`config.mk`:
```
export PLATFORM = sky130hd
export DESIGN_NAME = sbd_top
export DESIGN_NICKNAME = d
export VERILOG_FILES = /design/src/sbd_pkg.sv /design/src/sbd_sync.sv /design/src/sbd_top.sv
export VERILOG_INCLUDE_DIRS = /design/src /design/src/src
export SDC_FILE = /design/constraint.sdc
export NUM_CORES = 1
export LEC_CHECK = 0
export ABC_AREA = 1
export BUFFER_PORTS_ARGS = -buffer_cell sky130_fd_sc_hd__buf_2
export CORE_ASPECT_RATIO = 1.2
export CORE_UTILIZATION = 48
export DETAILED_ROUTE_END_ITERATION = 12
export GPL_ROUTABILITY_DRIVEN = 0
export PLACE_DENSITY = 0.79
export SKIP_LAST_GASP = 1
export SLEW_MARGIN = 20
export SYNTH_ARGS = -nofsm -noshare
export SYNTH_HDL_FRONTEND = slang
export SYNTH_SLANG_ARGS = --single-unit
```
`constraint.sdc`:
```
create_clock -name pclk -period 2.1 [get_ports pclk]
set_input_delay 0.42 -clock pclk [delete_from_list [all_inputs] [get_ports pclk]]
set_output_delay 0.42 -clock pclk [all_outputs]
set_load 0.1 [all_outputs]
```
`src/sbd_defs.svh`:
```
// constants for the serial board decode and interrupt look-ahead block
`ifndef SBD_DEFS_SVH
`define SBD_DEFS_SVH

// ==========================================================================
// register offsets (byte addresses on apb)
`define SBD_OFF_CFG       8'h00
`define SBD_OFF_STAT      8'h04

// ==========================================================================
// configuration register field positions
`define SBD_CFG_BASE_LSB  0
`define SBD_CFG_LEVEL_LSB 4
`define SBD_CFG_CLK_SEL_CTRL1_CHAN_B_BIT  8
`define SBD_CFG_CLK_SEL_CTRL3_CHAN_A_BIT  9
`define SBD_CFG_MODE_LSB  10
`define SBD_CFG_W         12

// ==========================================================================
// status register field positions
`define SBD_STAT_VI_LSB   0
`define SBD_STAT_PEND_LSB 8
`define SBD_STAT_BLK_BIT  11
`define SBD_STAT_INT_BIT  12
`define SBD_STAT_HIT_BIT  13
`define SBD_STAT_W        14

// ==========================================================================
// reset values and limits
`define SBD_RST_BASE      4'h2
`define SBD_RST_LEVEL     4'h2
`define SBD_RST_MODE      2'h2
`define SBD_LEVEL_MIN     4'h1
`define SBD_LEVEL_MAX     4'h8
`define SBD_NUM_VI        8
`define SBD_NUM_PORTS     16
`define SBD_NUM_CTRL      3
`define SBD_NUM_CHAN      6

`endif

```
`src/sbd_pkg.sv`:
```
// types shared by the serial board decode and interrupt look-ahead block
package sbd_pkg;

  // ========================================================================
  // configuration word, high field first in bit order
  typedef struct packed {
    logic [1:0] int_mode;             // host interrupt response mode 0..2
    logic       clk_sel_ctrl3_chan_a; // controller 3 channel a from timer 1
    logic       clk_sel_ctrl1_chan_b; // controller 1 channel b from timer 1
    logic [3:0] level;                // priority level 1..8
    logic [3:0] base;                 // upper hex digit of port block
  } sbd_cfg_s;

  // ========================================================================
  // status word
  typedef struct packed {
    logic       hit;                  // last bus cycle hit the block
    logic       int_active;           // bus interrupt line pulled
    logic       blocked;              // higher priority line low
    logic [2:0] pending;              // controller requests pending
    logic [7:0] vi_n;                 // synchronised priority lines
  } sbd_stat_s;

endpackage : sbd_pkg

```
`src/sbd_sync.sv`:
```
// two flip-flop synchroniser for pins arriving from outside pclk
module sbd_sync #(
  parameter int         W       = 1,
  parameter logic [W-1:0] RST_VAL = '0
) (
  // clock and reset
  input  wire logic         pclk,
  input  wire logic         presetn,
  // data
  input  wire logic [W-1:0] d,
  output logic      [W-1:0] q
);

  logic [W-1:0] meta_reg;

  // ==========================================================================
  // first stage is read only by the second
  always_ff @(posedge pclk or negedge presetn)
  begin
    if (!presetn)
    begin
      meta_reg <= RST_VAL;
      q        <= RST_VAL;
    end
    else
    begin
      meta_reg <= d;
      q        <= meta_reg;
    end
  end

endmodule : sbd_sync

```
`src/sbd_top.sv`:
```
// port block decode, look-ahead interrupt priority and baud clock routing
`include "sbd_defs.svh"

module sbd_top #(
  parameter int ADDR_W = 8
) (
  // apb clock and reset
  input  wire logic              pclk,
  input  wire logic              presetn,
  // apb slave
  input  wire logic [ADDR_W-1:0] paddr,
  input  wire logic              psel,
  input  wire logic              penable,
  input  wire logic              pwrite,
  input  wire logic [31:0]       pwdata,
  output logic      [31:0]       prdata,
  output logic                   pready,
  output logic                   pslverr,
  // host bus port cycle
  input  wire logic [7:0]        bus_addr,
  input  wire logic              bus_io_req,
  // priority lines, open drain, active low
  input  wire logic [7:0]        vi_n_in,
  output logic      [7:0]        vi_n_out,
  output logic      [7:0]        vi_n_oe,
  // bus interrupt request, open drain, active low
  output logic                   int_n_out,
  output logic                   int_n_oe,
  // on-board controllers and timer
  input  wire logic [2:0]        dev_irq_n,
  input  wire logic [2:0]        timer_zc,
  output logic      [15:0]       dev_sel,
  output logic                   board_hit,
  output logic      [5:0]        baud_clk,
  output logic      [1:0]        irq_mode
);

  // ==========================================================================
  // declarations
  sbd_pkg::sbd_cfg_s  cfg_reg;
  sbd_pkg::sbd_cfg_s  cfg_wr;
  sbd_pkg::sbd_stat_s stat_w;
  logic [7:0]         addr_s;
  logic               io_req_s;
  logic [7:0]         vi_n_s;
  logic [2:0]         irq_n_s;
  logic [15:0]        dev_sel_next;
  logic               hit_next;
  logic [7:0]         sense_mask;
  logic [8:0]         sense_ext;
  logic [8:0]         drive_ext;
  logic [7:0]         drive_mask;
  logic [2:0]         pending;
  logic               any_pending;
  logic               blocked;
  logic               int_next;
  logic [7:0]         vi_oe_next;
  logic [5:0]         baud_next;
  logic               apb_setup;
  logic               apb_wr_done;
  logic [7:0]         byte_addr;
  logic               sel_cfg;
  logic               sel_stat;
  logic               unmapped;
  logic [31:0]        rdata_next;
  logic               level_ok;
  logic               hit_reg;

  // ==========================================================================
  // pin synchronisers, one instance per pin group except timer_zc, which is used unsynchronised
  sbd_sync #(
    .W       (8),
    .RST_VAL (8'h00)
  ) u_sync_addr (
    .pclk    (pclk),
    .presetn (presetn),
    .d       (bus_addr),
    .q       (addr_s)
  );

  sbd_sync #(
    .W       (1),
    .RST_VAL (1'b0)
  ) u_sync_io (
    .pclk    (pclk),
    .presetn (presetn),
    .d       (bus_io_req),
    .q       (io_req_s)
  );

  sbd_sync #(
    .W       (8),
    .RST_VAL (8'hff)
  ) u_sync_vi (
    .pclk    (pclk),
    .presetn (presetn),
    .d       (vi_n_in),
    .q       (vi_n_s)
  );

  sbd_sync #(
    .W       (3),
    .RST_VAL (3'h7)
  ) u_sync_irq (
    .pclk    (pclk),
    .presetn (presetn),
    .d       (dev_irq_n),
    .q       (irq_n_s)
  );

  // ==========================================================================
  // port block address decode
  // block hit on base digit
  assign hit_next     = io_req_s && (addr_s[7:4] == cfg_reg.base);
  assign dev_sel_next = hit_next ? (16'h0001 << addr_s[3:0]) : 16'h0000;

  // ==========================================================================
  // look-ahead priority masks from the level setting
  // sense every line below the level
  assign sense_ext  = (9'h001 << cfg_reg.level) - 9'h001;
  assign sense_mask = sense_ext[7:0];
  // level eight shifts past the top line and drives none
  assign drive_ext  = 9'h001 << cfg_reg.level;
  assign drive_mask = drive_ext[7:0];

  // ==========================================================================
  // interrupt request and blocking
  assign pending     = ~irq_n_s;
  assign any_pending = |pending;
  // all sensed lines are looked at together
  // level is never 0, so line 0 is always in the mask
  assign blocked     = |(~vi_n_s & sense_mask);
  // own request held back while blocked
  assign int_next    = any_pending && !blocked;
  // own line pulled while requests pend
  assign vi_oe_next  = any_pending ? drive_mask : 8'h00;

  // ==========================================================================
  // baud clock routing, order 1a 1b 2a 2b 3a 3b
  // default one timer channel per controller
  assign baud_next[0] = timer_zc[0];
  assign baud_next[1] = cfg_reg.clk_sel_ctrl1_chan_b ? timer_zc[1] : timer_zc[0];
  assign baud_next[2] = timer_zc[1];
  assign baud_next[3] = timer_zc[1];
  assign baud_next[4] = cfg_reg.clk_sel_ctrl3_chan_a ? timer_zc[1] : timer_zc[2];
  assign baud_next[5] = timer_zc[2];

  // ==========================================================================
  // apb decode
  assign byte_addr   = {paddr[7:2], 2'b00};
  assign sel_cfg     = (byte_addr == `SBD_OFF_CFG);
  assign sel_stat    = (byte_addr == `SBD_OFF_STAT);
  assign unmapped    = !(sel_cfg || sel_stat) || (paddr[ADDR_W-1:0] > 8'hff);
  assign apb_setup   = psel && !penable && !pready;
  assign apb_wr_done = psel && penable && pready && pwrite && sel_cfg;

  // ==========================================================================
  // candidate configuration from write data
  assign cfg_wr.base                 = pwdata[`SBD_CFG_BASE_LSB +: 4];
  assign cfg_wr.level                = pwdata[`SBD_CFG_LEVEL_LSB +: 4];
  assign cfg_wr.clk_sel_ctrl1_chan_b = pwdata[`SBD_CFG_CLK_SEL_CTRL1_CHAN_B_BIT];
  assign cfg_wr.clk_sel_ctrl3_chan_a = pwdata[`SBD_CFG_CLK_SEL_CTRL3_CHAN_A_BIT];
  assign cfg_wr.int_mode             = pwdata[`SBD_CFG_MODE_LSB +: 2];
  assign level_ok = (cfg_wr.level >= `SBD_LEVEL_MIN) && (cfg_wr.level <= `SBD_LEVEL_MAX);

  // ==========================================================================
  // status word and read mux
  assign stat_w.hit        = hit_reg;
  assign stat_w.int_active = int_n_oe;
  assign stat_w.blocked    = blocked;
  assign stat_w.pending    = pending;
  assign stat_w.vi_n       = vi_n_s;
  assign rdata_next = sel_cfg  ? {20'h00000, cfg_reg} :
                      sel_stat ? {18'h00000, stat_w} : 32'h00000000;

  // ==========================================================================
  // apb answer, one wait-free access phase after each setup
  always_ff @(posedge pclk or negedge presetn)
  begin
    if (!presetn)
    begin
      pready  <= 1'b0;
      pslverr <= 1'b0;
      prdata  <= 32'h00000000;
    end
    else
    begin
      pready  <= apb_setup;
      pslverr <= apb_setup && unmapped;
      prdata  <= (apb_setup && !pwrite) ? rdata_next : 32'h00000000;
    end
  end

  // ==========================================================================
  // configuration register
  always_ff @(posedge pclk or negedge presetn)
  begin
    if (!presetn)
    begin
      cfg_reg.base                 <= `SBD_RST_BASE;
      cfg_reg.level                <= `SBD_RST_LEVEL;
      cfg_reg.clk_sel_ctrl1_chan_b <= 1'b0;
      cfg_reg.clk_sel_ctrl3_chan_a <= 1'b0;
      cfg_reg.int_mode             <= `SBD_RST_MODE;
    end
    else if (apb_wr_done)
    begin
      cfg_reg.base                 <= cfg_wr.base;
      cfg_reg.level                <= level_ok ? cfg_wr.level : cfg_reg.level;
      cfg_reg.clk_sel_ctrl1_chan_b <= cfg_wr.clk_sel_ctrl1_chan_b;
      cfg_reg.clk_sel_ctrl3_chan_a <= cfg_wr.clk_sel_ctrl3_chan_a;
      // modes 0..2 kept, code 3 ignored
      cfg_reg.int_mode             <= (cfg_wr.int_mode == 2'h3) ? cfg_reg.int_mode : cfg_wr.int_mode;
    end
  end

  // ==========================================================================
  // decode outputs
  always_ff @(posedge pclk or negedge presetn)
  begin
    if (!presetn)
    begin
      dev_sel   <= 16'h0000;
      board_hit <= 1'b0;
      hit_reg   <= 1'b0;
    end
    else
    begin
      dev_sel   <= dev_sel_next;
      board_hit <= hit_next;
      hit_reg   <= io_req_s ? hit_next : hit_reg; // held until next bus port cycle
    end
  end

  // ==========================================================================
  // bus interrupt and priority line drivers, low level when enabled
  always_ff @(posedge pclk or negedge presetn)
  begin
    if (!presetn)
    begin
      vi_n_out  <= 8'h00;
      vi_n_oe   <= 8'h00;
      int_n_out <= 1'b0;
      int_n_oe  <= 1'b0;
    end
    else
    begin
      vi_n_out  <= 8'h00;
      vi_n_oe   <= vi_oe_next;
      int_n_out <= 1'b0;
      int_n_oe  <= int_next;
    end
  end

  // ==========================================================================
  // baud clocks and mode to the controllers
  always_ff @(posedge pclk or negedge presetn)
  begin
    if (!presetn)
    begin
      baud_clk <= 6'h00;
      irq_mode <= `SBD_RST_MODE;
    end
    else
    begin
      baud_clk <= baud_next;
      irq_mode <= cfg_reg.int_mode;
    end
  end

endmodule : sbd_top

```
==> impl_metrics.json <==
{
  "grt_max_degree": 49,
  "period_share_pct": 87.0,
  "maxCapViolCount": 0,
  "synth_top_area_share_pct": 51.7,
  "wl_um": 6470,
  "clockBufferDepth": 2,
  "hold_viol": 0,
  "cts_root_buf": "clkbuf_8",
  "critPathKind": "reg2reg",
  "htreeDepth": 3,
  "die_h_um": 97.9,
  "io_pins": 145,
  "post_drt_wl_per_cell_um": 12.5,
  "critPathCapture": "prdata[11]",
  "critPathMaxFanout": 6,
  "fillers": 626,
  "grt_overflow": 0,
  "die-width_um": 81.9,
  "whs_ns": 0.153,
  "skew_ns": 0.00844,
  "setup_violations": 0,
  "track_usage_pct": 18.0,
  "fp-row-count": 34,
  "async_flop_share_pct": 100,
  "synth-seq-cells": 102,
  "cp.arrival_ns": 2.05,
  "diodes": 0,
  "clk_pin_slew_ns": 0.09,
  "synth_seq_area_share_pct": 70.2,
  "slew_violations": 0,
  "dpl.hpwl_um": 4740,
  "ys_top_cells_by_area": "dfrtp_1 52%, dfstp_2 19%, buf_4 5.7%",
  "clock.fmax_mhz": 547,
  "status": "finished clean",
  "dr.pass1.iters": 4,
  "final.min_clock_period_ns": 1.83,
  "r2r-end": "prdata[11]",
  "cts_tree": "yes",
  "p_per_area_mw_per_mm2": 835,
  "port_buffers": 95,
  "r2r_slack_ns": 0.27,
  "grt_pass1_wl_um": 10500,
  "drtIter0Drc": 132,
  "ant_nets": 0,
  "post-cts-setup-buffers": 0,
  "vias": 2400,
  "tns_ns": 0,
  "largest_register_ffs": 16,
  "antenna_found_initial": 0,
  "synth-edff-count": 0,
  "synth_common_cells": "76 x dfrtp_1, 51 x nand2_1, 39 x nor2_1",
  "nNetsFinal": 493,
  "postSynthAreaPerCell_um2": 11.5,
  "syn2layout_area_growth_pct": 19.0,
  "die_area_mm2": 0.00802,
  "synthCells": 319,
  "synth_most_common_cell": "dfrtp_1",
  "start_util_pct": 50.3,
  "cp-startpoint": "cfg_reg[4]",
  "yosys_warnings": 0,
  "cts_buffers": 9,
  "synth-main-ff-cell": "dfrtp_1",
  "cellLeakagePower_uw": 0.00233,
  "netlist_area_mm2": 0.00368,
  "vias_per_cell": 4.62,
  "required_ns": 2.32,
  "synth.distinct_cells": 28,
  "insertion_delay_ns": 0.36,
  "min-delay-path-class": "in2reg",
  "core_mm2": 0.00732,
  "first_global_vias": 2298,
  "start_kind": "flip-flop",
  "cts.sinks": 102,
  "drc": 0,
  "ir_worst_vdd_mv": 0.475,
  "rr_worst_depth": 12,
  "r2r_start": "cfg_reg[4]",
  "setup.worst_path.end_class": "flip-flop",
  "rsz0062_at_grt": "false",
  "drive_gt1_share_pct": 35.9,
  "yosys.area.top_type": "dfrtp_1"
}
-- layout make-up --
class	count	area, um^2	share of cell area [%]
well taps	90	113	2.57
flip-flops and latches	102	2580	59.0
inverters	28	105	2.40
clock buffers	10	128	2.91
repair buffers	101	538	12.3
multi-input cells	182	853	19.5
clock inverters	6	60.1	1.37
-- where the power goes --
group	leakage [uW]	switching [uW]	internal, uW
Clock	0.0000941	625	548
Combinational	0.000974	372	61.5
Sequential	0.00126	23.2	2030
Total	0.00233	1020	2640
-- worst max-delay path, stage by stage (launching register included) --
cell     delay [ns]
dfrtp_1        0.45
nor2_1         0.21
nand2_1        0.12
ha_1           0.29
nor2_1         0.04
nor2_1         0.09
nand2_1        0.06
nor2_1         0.10
nand2_1        0.05
nor2_1         0.08
nand2_1        0.07
nand2_1        0.06
a21oi_1        0.06
-- stage by stage --
stage	utilization [%]	total power (uW)	cells	instance area, um^2	setup slack (ns)
2_1_floorplan	-	2450	345	3780	0.293
3_3_place_gp	57.1	2520	502	4180	0.276
3_5_place_dp	57.1	2530	502	4180	0.258
4_1_cts	59.8	3700	519	4380	0.213
5_1_grt	59.9	3810	519	4380	0.0630
6_report	59.9	3660	519	4380	0.272
-- metal layers --
metal,routed length (um),part of all wire [%],GRT usage (%),vias up
met4,154,2.4,8.64,0
met5,0,0,0,-
met1,2600,40,23.3,1131
met3,521,8.1,5.70,14
met2,3190,49,27.3,105
li1,-,-,-,1150
-- kinds of logic (layout without fill, tap and decap cells) --
logic type	after synthesis	after routing	share of synthesized area (%)
adders and majority gates	1	1	0.340
buffers and inverters	61	145	9.31
AOI/OAI and AO/OA	29	29	4.32
muxes	6	6	1.84
xor gates and xnor gates	1	1	0.238
other	1	27	0.102
DFF	102	102	70.2
and+or+nand+nor	118	118	13.6
-- worst min path at each step --
stage	from	endpoint	slack, ns	cells after the start
finish	vi_n_in[2]	u_sync_vi.meta_reg[2]	0.15	1
global route	dev_irq_n[2]	u_sync_irq.meta_reg[2]	0.13	1
CTS	dev_irq_n[2]	u_sync_irq.meta_reg[2]	0.13	1
detailed placement	u_sync_addr.meta_reg[6]	u_sync_addr.q[6]	0.34	0
global placement	u_sync_addr.meta_reg[3]	u_sync_addr.q[3]	0.34	0
floorplan	presetn	baud_clk[0]	0.12	0
-- placed cells by master, fill, tap and decap left out, types with 4 or more instances in the layout --
master and n:
a21oi_1 17, buf_2 94, buf_4 5, clkbuf_8 9, conb_1 27, dfrtp_1 76
dfstp_2 26, inv_1 28, mux2_2 6, nand2_1 51, nand3_1 14, nor2_1 38
nor3_1 4, o21ai_0 7
-- what timing repair did --
action | CTS | global route
hold endpoints to repair | 12 | 0
resized for setup | 0 | 1
hold buffers | 1 | 0
endpoints found under the setup margin | 0 | 1
No activity file was read; power rests on OpenSTA's default activity.
